**config.mk**
```make
export PLATFORM = sky130hd
export DESIGN_NAME = ppac_port
export DESIGN_NICKNAME = d
export VERILOG_FILES = /design/src/common/ppac_pkg.sv /design/src/ppac_port.sv /design/src/ppac_sync.sv
export SDC_FILE = /design/constraint.sdc
export NUM_CORES = 1
export LEC_CHECK = 0
export BUFFER_PORTS_ARGS = -buffer_cell sky130_fd_sc_hd__buf_2
export CORE_UTILIZATION = 35
export DETAILED_ROUTE_END_ITERATION = 16
export GPL_ROUTABILITY_DRIVEN = 0
export PLACE_DENSITY = 0.56
export SETUP_SLACK_MARGIN = 0.4
export SLEW_MARGIN = 30
export SYNTH_ARGS = -nofsm -noshare
export SYNTH_HDL_FRONTEND = slang
export SYNTH_SLANG_ARGS = --single-unit
```
**constraint.sdc**
```tcl
create_clock -name clock -period 4.6 [get_ports clock]
set_clock_uncertainty 0.05 [all_clocks]
set_input_delay 1.15 -clock clock [delete_from_list [all_inputs] [get_ports clock]]
set_output_delay 1.15 -clock clock [all_outputs]
set_load 0.05 [all_outputs]
```
**src/common/ppac_pkg.sv**
```systemverilog
// Functional notes
// - While the read-status strobe is low in parallel host mode, ready/busy is driven on data bit 7.
// - Ready/busy is high when another byte can be taken and low while the device is busy.
// - Ready/busy is high after power-up before configuration and after configuration until user mode.
// - The device is selected only with the active-low select low and the active-high select high.
// - Outside parallel host mode the strobe, ready/busy and select pins stay tri-stated.
// - After parallel configuration those pins become user I/O set by the shared-pin setting.
// - In remote configuration, update-source high selects remote update and low selects local.
// - In remote configuration, a three-bit page select picks one of eight memory pages.
// - Without remote or local update, update-source and page select are general-purpose I/O.
// - Optional pins that are not enabled stay tri-stated with weak pull-ups during configuration.
// - One data byte is captured on each rising edge of the active-low write strobe.
package ppac_pkg;
	localparam int PPAC_DATA_W = 8;
	localparam int PPAC_PAGE_W = 3;
	localparam int PPAC_STATUS_BIT = 7;
	// Time the loader needs per byte before it is ready again
	localparam int PPAC_BUSY_NS = 40;
	localparam int PPAC_CLK_NS = 5;
	localparam int PPAC_BUSY_CYC = (PPAC_BUSY_NS + PPAC_CLK_NS - 1) / PPAC_CLK_NS;
	localparam int PPAC_CNT_W = 4;
	localparam logic [PPAC_CNT_W-1:0] PPAC_BUSY_LOAD = PPAC_CNT_W'(PPAC_BUSY_CYC);
	localparam logic [PPAC_PAGE_W-1:0] PPAC_PAGE_RST = 3'h0;
	typedef enum logic [1:0] {
		PPAC_IDLE = 2'b00,
		PPAC_LOAD = 2'b01,
		PPAC_INIT = 2'b10,
		PPAC_USER = 2'b11
	} ppac_state_t;
endpackage

```
**src/ppac_port.sv**
```systemverilog
`timescale 1ns/100ps
module ppac_port (
	input wire logic clock,
	input wire logic rst_n,
	input wire logic parallel_async_host_mode,
	input wire logic remote_config_mode,
	input wire logic config_start,
	input wire logic config_done,
	input wire logic init_done,
	input wire logic select_active_low,
	input wire logic select_active_high,
	input wire logic read_status_strobe_n,
	input wire logic write_strobe_n,
	input wire logic [ppac_pkg::PPAC_DATA_W-1:0] data_in,
	input wire logic update_source_select,
	input wire logic [ppac_pkg::PPAC_PAGE_W-1:0] page_request,
	input wire logic page_load,
	output logic status_data_bit,
	output logic status_data_bit_oe,
	output logic ready_not_busy,
	output logic ready_not_busy_oe,
	output logic [ppac_pkg::PPAC_DATA_W-1:0] byte_data,
	output logic byte_valid,
	output logic remote_update,
	output logic [ppac_pkg::PPAC_PAGE_W-1:0] page_select,
	output logic page_select_oe,
	output logic user_io_release,
	output logic [1:0] cfg_phase
);
	import ppac_pkg::*;

	localparam int NSYNC = 6 + PPAC_DATA_W;

	logic [NSYNC-1:0] raw_in;
	logic [NSYNC-1:0] syn;
	ppac_state_t state;
	ppac_state_t next_state;
	logic ws_prev;
	logic [PPAC_CNT_W-1:0] busy_cnt;
	logic [PPAC_CNT_W-1:0] next_busy_cnt;

	// Mode, select, strobe, update-source and data pins pass two flops; data is resampled with the strobe so both line up
	// Strobes enter inverted, so the cleared synchroniser reads as idle high (no false edge)
	assign raw_in = {data_in, update_source_select, ~write_strobe_n, ~read_status_strobe_n,
		select_active_high, select_active_low, parallel_async_host_mode};
	ppac_sync #(.W(NSYNC)) u_sync (
		.clock(clock),
		.rst_n(rst_n),
		.din(raw_in),
		.dout(syn)
	);

	wire mode_s = syn[0];
	wire sel_n_s = syn[1];
	wire sel_s = syn[2];
	wire rs_n_s = !syn[3];
	wire ws_n_s = !syn[4];
	wire upd_s = syn[5];
	wire [PPAC_DATA_W-1:0] data_s = syn[NSYNC-1:6];

	// Decode of selection, strobe edge and phase
	wire selected = !sel_n_s && sel_s;
	wire ws_rise = ws_n_s && !ws_prev;
	wire in_load = (state == PPAC_LOAD);
	wire accept = in_load && mode_s && selected && ws_rise && (busy_cnt == '0);
	wire active_cfg = (state != PPAC_USER);
	wire ppa_pins = mode_s && active_cfg;
	wire next_rdy = (busy_cnt == '0) && !accept;
	wire next_remote = remote_config_mode && upd_s;

	// Phase sequencing of the configuration flow
	always_comb begin
		next_state = state;
		case (state)
			PPAC_IDLE: if (config_start) next_state = PPAC_LOAD;
			PPAC_LOAD: if (config_done) next_state = PPAC_INIT;
			PPAC_INIT: if (init_done) next_state = PPAC_USER;
			PPAC_USER: next_state = PPAC_USER;
			default: next_state = PPAC_IDLE;
		endcase
	end

	// Busy window restarts on each accepted byte
	always_comb begin
		next_busy_cnt = busy_cnt;
		if (accept) begin
			next_busy_cnt = PPAC_BUSY_LOAD;
		end else if (busy_cnt != '0) begin
			next_busy_cnt = busy_cnt - 1'b1;
		end
	end

	always_ff @(posedge clock or negedge rst_n) begin
		if (!rst_n) begin
			state <= PPAC_IDLE;
			busy_cnt <= '0;
			ws_prev <= 1'b1;
		end else begin
			state <= next_state;
			busy_cnt <= next_busy_cnt;
			ws_prev <= ws_n_s;
		end
	end

	// Byte capture; outputs kept registered
	always_ff @(posedge clock or negedge rst_n) begin
		if (!rst_n) begin
			byte_data <= '0;
			byte_valid <= 1'b0;
		end else begin
			byte_valid <= accept;
			if (accept) begin
				byte_data <= data_s;
			end
		end
	end

	// Pin drivers; tri-state whenever the pins are not in the host role
	always_ff @(posedge clock or negedge rst_n) begin
		if (!rst_n) begin
			ready_not_busy <= 1'b1;
			ready_not_busy_oe <= 1'b0;
			status_data_bit <= 1'b1;
			status_data_bit_oe <= 1'b0;
			user_io_release <= 1'b0;
			cfg_phase <= 2'h0;
		end else begin
			ready_not_busy <= next_rdy;
			ready_not_busy_oe <= ppa_pins;
			status_data_bit <= next_rdy;
			status_data_bit_oe <= ppa_pins && !rs_n_s;
			user_io_release <= !active_cfg;
			cfg_phase <= state;
		end
	end

	// Remote update source and page output; released as GPIO without remote mode
	always_ff @(posedge clock or negedge rst_n) begin
		if (!rst_n) begin
			remote_update <= 1'b0;
			page_select <= PPAC_PAGE_RST;
			page_select_oe <= 1'b0;
		end else begin
			remote_update <= next_remote;
			page_select_oe <= remote_config_mode;
			if (remote_config_mode && page_load) begin
				page_select <= page_request;
			end
		end
	end

	// Outside host mode the status pins must never be driven
	AST_TRISTATE_NON_PPA: assert property (@(posedge clock) disable iff (!rst_n)
		!$past(mode_s) |-> (!ready_not_busy_oe && !status_data_bit_oe))
		else $error("status pins driven outside host mode");
	// A taken byte drops ready for the whole busy window
	AST_BUSY_AFTER_BYTE: assert property (@(posedge clock) disable iff (!rst_n)
		accept |=> !ready_not_busy [*8])
		else $error("ready rose before busy window ended");
	// Ready returns within 10 cycles of a taken byte
	AST_READY_RETURNS: assert property (@(posedge clock) disable iff (!rst_n)
		accept |-> ##[1:10] ready_not_busy)
		else $error("ready did not return");
	// Status bit mirrors ready while driven
	AST_STATUS_MIRROR: assert property (@(posedge clock) disable iff (!rst_n)
		status_data_bit_oe |-> status_data_bit == ready_not_busy)
		else $error("status bit differs from ready");
	// Read strobe low in host config drives bit 7 next cycle
	AST_READ_DRIVES: assert property (@(posedge clock) disable iff (!rst_n)
		(ppa_pins && !rs_n_s) |=> status_data_bit_oe)
		else $error("status bit not driven on read strobe");
	// No byte without selection
	AST_SELECT_GATES: assert property (@(posedge clock) disable iff (!rst_n)
		byte_valid |-> $past(selected))
		else $error("byte taken while not selected");
	// Captured byte matches the bus at the strobe edge
	AST_BYTE_VALUE: assert property (@(posedge clock) disable iff (!rst_n)
		byte_valid |-> byte_data == $past(data_s))
		else $error("captured byte wrong");
	// Pins released once in user mode
	AST_USER_RELEASE: assert property (@(posedge clock) disable iff (!rst_n)
		$past(state) == PPAC_USER |-> (user_io_release && !ready_not_busy_oe))
		else $error("pins not released in user mode");
	// Remote flag follows the update source
	AST_REMOTE_SEL: assert property (@(posedge clock) disable iff (!rst_n)
		remote_update == $past(next_remote))
		else $error("update source decode wrong");
	// Page output idle as GPIO without remote mode
	AST_PAGE_GPIO: assert property (@(posedge clock) disable iff (!rst_n)
		!$past(remote_config_mode) |-> !page_select_oe)
		else $error("page select driven without remote mode");
	// Idle loader in host mode shows ready, driven, in every phase before user mode
	AST_READY_BEFORE_USER: assert property (@(posedge clock) disable iff (!rst_n)
		($past(ppa_pins) && $past(busy_cnt) == '0 && !$past(accept)) |-> (ready_not_busy && ready_not_busy_oe))
		else $error("ready not driven high while idle in configuration");
	// Bytes are only taken while loading
	AST_BYTE_IN_LOAD: assert property (@(posedge clock) disable iff (!rst_n)
		byte_valid |-> $past(state) == PPAC_LOAD)
		else $error("byte taken outside the load phase");
	// No byte is taken while the busy window runs
	AST_BYTE_NOT_BUSY: assert property (@(posedge clock) disable iff (!rst_n)
		byte_valid |-> $past(busy_cnt) == '0)
		else $error("byte taken while busy");
	// One strobe edge gives at most one byte
	AST_VALID_PULSE: assert property (@(posedge clock) disable iff (!rst_n)
		byte_valid |=> !byte_valid)
		else $error("byte valid longer than one cycle");
	// A byte needs a rising write strobe
	AST_BYTE_NEEDS_EDGE: assert property (@(posedge clock) disable iff (!rst_n)
		byte_valid |-> ($past(ws_n_s) && !$past(ws_prev)))
		else $error("byte taken without a strobe edge");
	// Outside host mode the strobe is user I/O and loads nothing
	AST_BYTE_HOST_ONLY: assert property (@(posedge clock) disable iff (!rst_n)
		byte_valid |-> $past(mode_s))
		else $error("byte taken outside host mode");
	// Read strobe high leaves data bit 7 undriven
	AST_STATUS_RELEASE: assert property (@(posedge clock) disable iff (!rst_n)
		$past(rs_n_s) |-> !status_data_bit_oe)
		else $error("status bit driven without read strobe");
	// Page output only moves on a load request
	AST_PAGE_HOLDS: assert property (@(posedge clock) disable iff (!rst_n)
		!$past(page_load) |-> $stable(page_select))
		else $error("page select changed without load");
	// Pins are handed to user I/O only in user mode
	AST_RELEASE_ONLY_USER: assert property (@(posedge clock) disable iff (!rst_n)
		user_io_release |-> $past(state) == PPAC_USER)
		else $error("pins released before user mode");
endmodule // ppac_port

```
**src/ppac_sync.sv**
```systemverilog
`timescale 1ns/100ps
// Two-stage synchroniser, one instance for the whole W-bit bus
module ppac_sync #(
	parameter int W = 1
) (
	input wire logic clock,
	input wire logic rst_n,
	input wire logic [W-1:0] din,
	output logic [W-1:0] dout
);
	logic [W-1:0] meta;
	// First stage feeds only the second stage
	always_ff @(posedge clock or negedge rst_n) begin
		if (!rst_n) begin
			meta <= '0;
			dout <= '0;
		end else begin
			meta <= din;
			dout <= meta;
		end
	end
endmodule // ppac_sync

```
## After elaboration in Yosys (flattened, before gate mapping)

Index checks and enable logic that the tools add are counted.

| word-level totals | value |
|---|---|
| bits of input ports | 24 |
| bits in latches | 0 |
| RAM bits | 0 |
| ROM bits | 0 |
| output and inout port bits | 21 |
| word-level logic and storage cells | 52 |
| memories | 0 |
| register bits after elaboration | 55 |

| operators by class | value |
|---|---|
| $add $sub $neg | 1 |
| multiplexer cells | 6 |
| $mul | 0 |
| bitwise operators | 2 |
| equal/unequal tests | 7 |
| shifts and indexed selects | 0 |
| reduce and logical (&&, ||, !) cells | 21 |
| divide/modulo/power cells | 0 |
| order comparisons | 0 |

Operators with widths:

| cell | number |
|---|---|
| 1-bit logical AND | 11 |
| 4-bit 2-to-1 mux | 2 |
| 2-bit inequality test, second input constant | 4 |
| 2-bit case mux with 4 select lines | 1 |
| 2-bit 2-to-1 mux | 3 |
| 1-bit zero test | 5 |
| 2-bit == test, second input constant | 2 |
| 4-bit zero test | 1 |
| 4-bit nonzero test | 1 |
| 4-bit by 1-bit subtractor with 4-bit output, second input constant | 1 |
| 3-bit AND reduction | 1 |
| 2-bit by 1-bit == test with 1-bit output, second input constant | 1 |
| 2-bit zero test | 1 |
| 1-bit inverter | 2 |
| 2-bit nonzero test | 1 |

## Logic depth before layout (Yosys ltp)

Gate-level depths: netlist of the first run.

| logic depth | value |
|---|---|
| word-level depth | 7 |
| depth in mapped cells | 6 |

## Cells and area by module

From an unflattened synthesis of the first run, not the netlist that was laid out.

| second synthesis, totals | value |
|---|---|
| cell total of the unflattened synthesis | 99 |
| area, all modules | 1,751.7 µm² |

By module, submodules not included:

| module | cells each | times used | area each (µm²) |
|---|---|---|---|
| ppac_port | 71 | 1 | 1,051.0 |
| ppac_sync | 28 | 1 | 700.7 |

## Worst setup path after synthesis of the first run

OpenSTA, ideal clock, no wires.

| timing | value |
|---|---|
| path kind | reg2out |
| start | register ready_not_busy (netlist name) |
| end | output port status_data_bit |
| slack | 2.483 ns |
| arrival | 0.917 ns |
| required time | 3.400 ns |
| cell stages (with the launch flop) | 2 |
| cell sequence | dfstp_2 -> buf_4 |

RTL lines:

| what | line | RTL |
|---|---|---|
| end: declaration | ppac_port.sv:18 | `output logic status_data_bit,` |

==> results of run 1 <==
stage by stage:
| step | cell area (um^2) | hold slack (ns) | std cells | utilization (%) | total power, uW |
|---|---|---|---|---|---|
| after CTS | 2110 | 0.304 | 219 | 44.3 | 977 |
| after global placement | 2030 | 0.282 | 211 | 42.6 | 717 |
| after detailed placement | 2030 | 0.285 | 211 | 42.6 | 730 |
| after global routing | 2110 | 0.310 | 219 | 44.3 | 1020 |
| after floorplan | 1730 | 0.281 | 101 | - | 681 |
| final | 2110 | 0.299 | 219 | 44.3 | 958 |
cell usage in the layout (no fill, tap or decap), drive strengths merged:
cell	n
dfstp	2
mux2	11
nor2	1
and2	4
nor2b	1
nand2b	1
a21boi	1
nor3b	1
buf	45
inv	6
ha	1
a21bo	1
mux2i	2
and3	1
o22ai	1
nor3	1
o31ai	2
o21bai	1
clkbuf	7
o21ai	3
nand2	4
and4b	1
clkinv	1
dfrtp	53
state kept, by name (all words and copies together) (netlist names):
name and count:
cfg_phase 2, page_select_oe 1, ws_prev 1, byte_valid 1, busy_cnt 4, state 2
status_data_bit_oe 1, ready_not_busy_oe 1, u_sync.meta 14, u_sync.dout 14, user_io_release 1, page_select 3
remote_update 1, ready_not_busy 1, byte_data 8
cells by family (layout without fill, tap and decap cells):
| family | Yosys count | in the layout |
|---|---|---|
| mux | 13 | 13 |
| buf+inv | 8 | 59 |
| flops | 55 | 55 |
| simple gates | 15 | 15 |
| compound gates | 9 | 9 |
| fa+ha+maj | 1 | 1 |
metal layers:
layer	vias to the layer above	wire length (um)
met5	-	0
li1	427	-
met1	474	950
met4	0	91
met2	25	1450
met3	9	94
worst paths after layout:
path,slack (ns),from,endpoint,depth (start not counted)
min in group asynchronous,0.91,rst_n,ready_not_busy_oe$_DFF_PN0_,2
max in group asynchronous,3.15,rst_n,byte_data[1]$_DFFE_PN0P_,2
max,2.32,ready_not_busy$_DFF_PN1_,status_data_bit,1
min reg2reg,0.30,u_sync.meta[2]$_DFF_PN0_,u_sync.dout[2]$_DFF_PN0_,0
max reg2reg,2.57,busy_cnt[0]$_DFFE_PN0P_,byte_data[2]$_DFFE_PN0P_,5
min,0.30,u_sync.meta[2]$_DFF_PN0_,u_sync.dout[2]$_DFF_PN0_,0
where the power goes:
group	total (uW)	internal (uW)	leakage, uW	switching, uW
clock	242	107	0.0000422	135
sequential	557	526	0.000652	30.8
combinational	159	62.2	0.000363	96.7
total	958	696	0.00106	262
layout make-up:
class	count	area [um^2]
clock buffer	7	76.3
clock inverter	1	5.00
fill	453	2650
inverter	6	22.5
multi-input combinational	38	314
sequential	55	1380
tap	67	83.8
timing repair buffer	45	228
==> summary.md, run 1 <==
| Metric | Value |
|---|---|
| Mux share of post-synthesis cell area | 8.30% |
| RSZ-0062 raised after global routing | false |
| Total track usage | 11.6% |
| Most common library cells after synthesis | dfrtp_1 (53), mux2_2 (11), inv_1 (6) |
| Count leader, synth | dfrtp_1 |
| IO Count | 45 |
| DR iter-0 viols | 51 |
| Synth Area in Adders | 0.722% |
| Syn Inst Count | 101 |
| Grt total ovfl | 0 |
| Cell Area, Synth | 0.00173 mm^2 |
| Area grow syn2layout | 21.6% |
| Worst-margin pin slew | 0.654 ns |
| TritonCTS clock tree | yes |
| Clk_lat worst skew | 0.29 ns |
| Cell row count | 25 |
| Ys Warns | 0 |
| Ys async rst share | 100% |
| Post-Synth Simple-Gate Area | 5.56% |
| Setup TNS | 0 ns |
| Hold_buf cts | 0 |
| Slew Viols, Final | 0 |
| Slew margin rel. | 56.4% |
| Post-DP HPWL | 1910 um |
| Vias in the first global route | 1018 |
| CTS root buffer | clkbuf_8 |
| Number of antenna violations at the first check in global routing | 0 |
| GR met1 Demand/Resource | 11.2% |
| Register bit total from synthesis | 55 |
| Peak VDD IR | 0.226 mV |
| Nets | 176 |
| Die footprint | 0.00524 mm^2 |
| Global-route wire length before repair | 4380 um |
| Synth Flop Type | dfrtp_1 |
| Compound-Gate Fraction of Synth Area | 3.54% |
| Fmax | 0.438 GHz |
| CP Data Arrival Time | 1.08 ns |
| Post-synthesis sequential area ratio | 79.5% |
| CP top delay family | flip-flops |
| EDFF count, synth | 0 |
| Post-synth cell types | 23 |
| Slowest CP cell | dfstp_2 |
| Worst Path Max Fanout | 2 |
| Pwr Density | 454 mW/mm^2 |
| ANT nets after route | 0 |
| Xor and xnor fraction of the mapped netlist area | 0% |
| Clk buf depth | 2 |
| Vias | 935 |
| Run status | finished, final reports clean |
| Die Span Y | 72.4 um |
| Share of layout cells above drive strength 1 | 43.4% |
| Hold Path Class | reg2reg |
| Drc violations | 0 |
| Post-route setup slack | 2.32 ns |
| CP Capture Type | output pin |
| Crit share post-route | 49.6% |
| Crit path buf inv count | 1 |
| Leading area contributor after synthesis | dfrtp_1 |
| Clock Pin Slew Worst Setup and Hold Paths | 0.09 ns |
| Syn Nets | 126 |
| Pre-CTS WS | 2.57 ns |
| Chip Width | 72.4 um |
| Most used routing layer | met2 |
| Starting Density | 36.5% |
| Crit-path cells | buf_2 |
| WL/cell | 11.8 um |
| Share of the synthesized area in the top cell type | 76.5% |
| Post-CTS setup buffer count | 0 |
| Synth top area cells | dfrtp_1 (76%), mux2_2 (7.1%), dfstp_2 (3.0%) |
| Worst Path Required | 3.40 ns |
| Synthesized area per cell | 17.2 um^2 |
| Core footprint | 0.00475 mm^2 |
| Met2 Use GR | 20.8% |
| Vias per Instance | 4.27 |
| First-pass iteration count of the detailed router | 3 |
| Hold Fails Final Rpt | 0 |
| Crit-path max cell delay | 0.53 ns |
| CTS sink cnt | 55 |
| DRT Wirelength | 2590 um |
| # H-tree levels | 2 |
| Largest net degree at the start of global routing | 56 |
| Ant diodes | 0 |
| Leakage | 0.00106 uW |
| Num CTS Buffers | 5 |
| Met3 Track Usage GR | 3.47% |
| I/O Buffers | 44 |
| Crit path time final | 2.28 ns |
| Final setup vio count | 0 |
| Max-cap violations | 0 |
| PostCTS Resize Cnt | 0 |
| Main combinational cell family by area after synthesis | multiplexers |
| Crit Path Category | reg2out |
| Type of origin of the critical path | register |
No activity file was read; power rests on OpenSTA's default activity.
==> run 2: changes to the inputs <==
- PLACE_DENSITY: 0.56 -> 0.58
- clock period: 4.6 -> 1.8 ns (I/O delays scaled with it)
==> run 2 against run 1 <==
  * Critical path depth is 5 higher
  * Combinational power increased to 4.1 times the previous value
  * Setup slack worse by 2.2 ns
  * Non-clock buffer count increased by 11
  * Cell count is 5.0% higher
  * Sequential power grew to 2.5 times the previous value
==> summary.md, run 2 (synthesized netlist as in run 1, its figures left out) <==
| Metric | Value |
|---|---|
| Most used routing layer | met2 |
| Total track usage | 11.5% |
| Hold Fails Final Rpt | 0 |
| Met3 Track Usage GR | 3.89% |
| Area grow syn2layout | 38.2% |
| Setup TNS | 0 ns |
| Fmax | 0.593 GHz |
| Worst-margin pin slew | 0.341 ns |
| Max-cap violations | 0 |
| Leakage | 0.00115 uW |
| Vias in the first global route | 957 |
| CTS root buffer | clkbuf_8 |
| Type of origin of the critical path | register |
| Crit share post-route | 93.6% |
| R2R setup slack | 0.11 ns |
| Largest registers | u_sync.dout: 14 flops, u_sync.meta: 14 flops, byte_data: 8 flops |
| Die footprint | 0.00524 mm^2 |
| Crit-path cells | inv_1 -> ha_2 -> nor3b_4 -> and3_4 -> clkbuf_16 -> mux2_4 |
| Final-layout fill cell count | 418 |
| CTS sink cnt | 55 |
| Die Span Y | 72.4 um |
| Crit-path max cell delay | 0.40 ns |
| Pwr Density | 1120 mW/mm^2 |
| WL/cell | 12.3 um |
| Starting Density | 36.5% |
| Hold_buf cts | 0 |
| Slowest CP cell | dfrtp_1 |
| Grt total ovfl | 0 |
| Global-route wire length before repair | 4440 um |
| TritonCTS clock tree | yes |
| Worst Path Max Fanout | 4 |
| Core footprint | 0.00475 mm^2 |
| Peak VDD IR | 0.640 mV |
| Nets | 187 |
| Chip Width | 72.4 um |
| FF-to-FF Start | busy_cnt[1]$_DFFE_PN0P_ |
| Largest net degree at the start of global routing | 56 |
| Drc violations | 0 |
| Ant diodes | 0 |
| Clock Pin Slew Worst Setup and Hold Paths | 0.09 ns |
| GR met1 Demand/Resource | 14.3% |
| Most frequent cells in the layout | dfrtp_1 (53), buf_2 (24), buf_6 (13), buf_4 (13), mux2_4 (8) |
| CP Capture Type | register |
| Cell row count | 25 |
| Clk_lat worst skew | 0.29 ns |
| Reg-to-reg endpoint | byte_data[4]$_DFFE_PN0P_ |
| IO Count | 45 |
| Final setup vio count | 0 |
| # H-tree levels | 2 |
| Crit Path Category | reg2reg |
| Share of layout cells above drive strength 1 | 50.3% |
| Num CTS Buffers | 5 |
| Post-DP HPWL | 1790 um |
| Number of antenna violations at the first check in global routing | 0 |
| Slew margin rel. | 77.1% |
| Met2 Use GR | 17.7% |
| Most common cell after layout, fill and taps aside | dfrtp_1 |
| ANT nets after route | 0 |
| R2R cell count | 6 |
| Hold WS | 0.0843 ns |
| Vias | 966 |
| First-pass iteration count of the detailed router | 4 |
| Crit path time final | 1.69 ns |
| CP Data Arrival Time | 1.82 ns |
| DRT Wirelength | 2830 um |
| Vias per Instance | 4.20 |
| RSZ-0062 raised after global routing | true |
| Worst Path Required | 1.93 ns |
| I/O Buffers | 44 |
| Run status | finished, final reports clean |
| Slew Viols, Final | 0 |
| Hold Path Class | in2async |
| Clk buf depth | 2 |
| DR iter-0 viols | 68 |
run 2: cell count changes in the layout (fill, tap and decap cells not counted), moves of 2 or more:
| cell | change |
|---|---|
| buf_12 | +2 |
| mux2_4 | +8 |
| buf_6 | +13 |
| buf_8 | +2 |
| buf_4 | +12 |
| mux2_2 | -8 |
| buf_2 | -20 |
run 2: metrics by stage:
stage               utilization (%)  total power, uW  area [um^2]  setup slack, ns  cells
CTS                            47.9             2610         2280            0.176    225
global placement               44.2             1850         2100            0.137    213
global route                   50.4             2840         2400           0.0524    230
finish                         50.4             2690         2400            0.115    230
detailed placement             44.2             1880         2100           0.0681    213
floorplan                         -             1750         1770            0.131    101
run 2: power breakdown:
group          leakage, uW  internal [uW]  total, uW  switching [uW]
Clock            0.0000395            277        615             339
Combinational     0.000458            340        651             312
Sequential        0.000652           1350       1420            77.4
Total              0.00115           1960       2690             728
run 2: how the worst max path moves through the flow:
stage                                 start                        to  slack (ns)  depth (start not counted)
detailed placement  busy_cnt[0]$_DFFE_PN0P_  byte_data[6]$_DFFE_PN0P_        0.07                          6
floorplan           busy_cnt[0]$_DFFE_PN0P_  byte_data[0]$_DFFE_PN0P_        0.13                          6
global route        busy_cnt[1]$_DFFE_PN0P_  byte_data[4]$_DFFE_PN0P_        0.05                          6
finish              busy_cnt[1]$_DFFE_PN0P_  byte_data[4]$_DFFE_PN0P_        0.11                          6
CTS                 busy_cnt[0]$_DFFE_PN0P_  byte_data[6]$_DFFE_PN0P_        0.18                          6
global placement    busy_cnt[0]$_DFFE_PN0P_  byte_data[4]$_DFFE_PN0P_        0.14                          6
run 2: critical path: cells and delay by family, from the launching register on:
family	cells	cell delay, ns
simple gates	2	0.46
fa+ha+maj	1	0.16
buf+inv	2	0.21
mux	1	0.29
flops	1	0.40
run 2: repair_timing:
item                       in CTS  in global routing
gates cloned                    0                  1
buffers inserted                4                  4
setup endpoints to repair      27                 28
gates resized for setup        23                 21
pin swaps                       2                  2
run 2: routing by layer:
layer	part of all wire (%)	wire (um)
met3	4.4	123
met1	40	1130
met5	0	0
met4	2.1	59
met2	53	1510
run 2: final cells by class:
type | instances | area, um^2 | share of cell area [%]
clock buffer | 8 | 80.1 | 3.34
inverter | 6 | 22.5 | 0.939
multi-input combinational | 38 | 365 | 15.2
sequential | 55 | 1380 | 57.5
tap | 67 | 83.8 | 3.50
timing repair buffer | 56 | 467 | 19.5
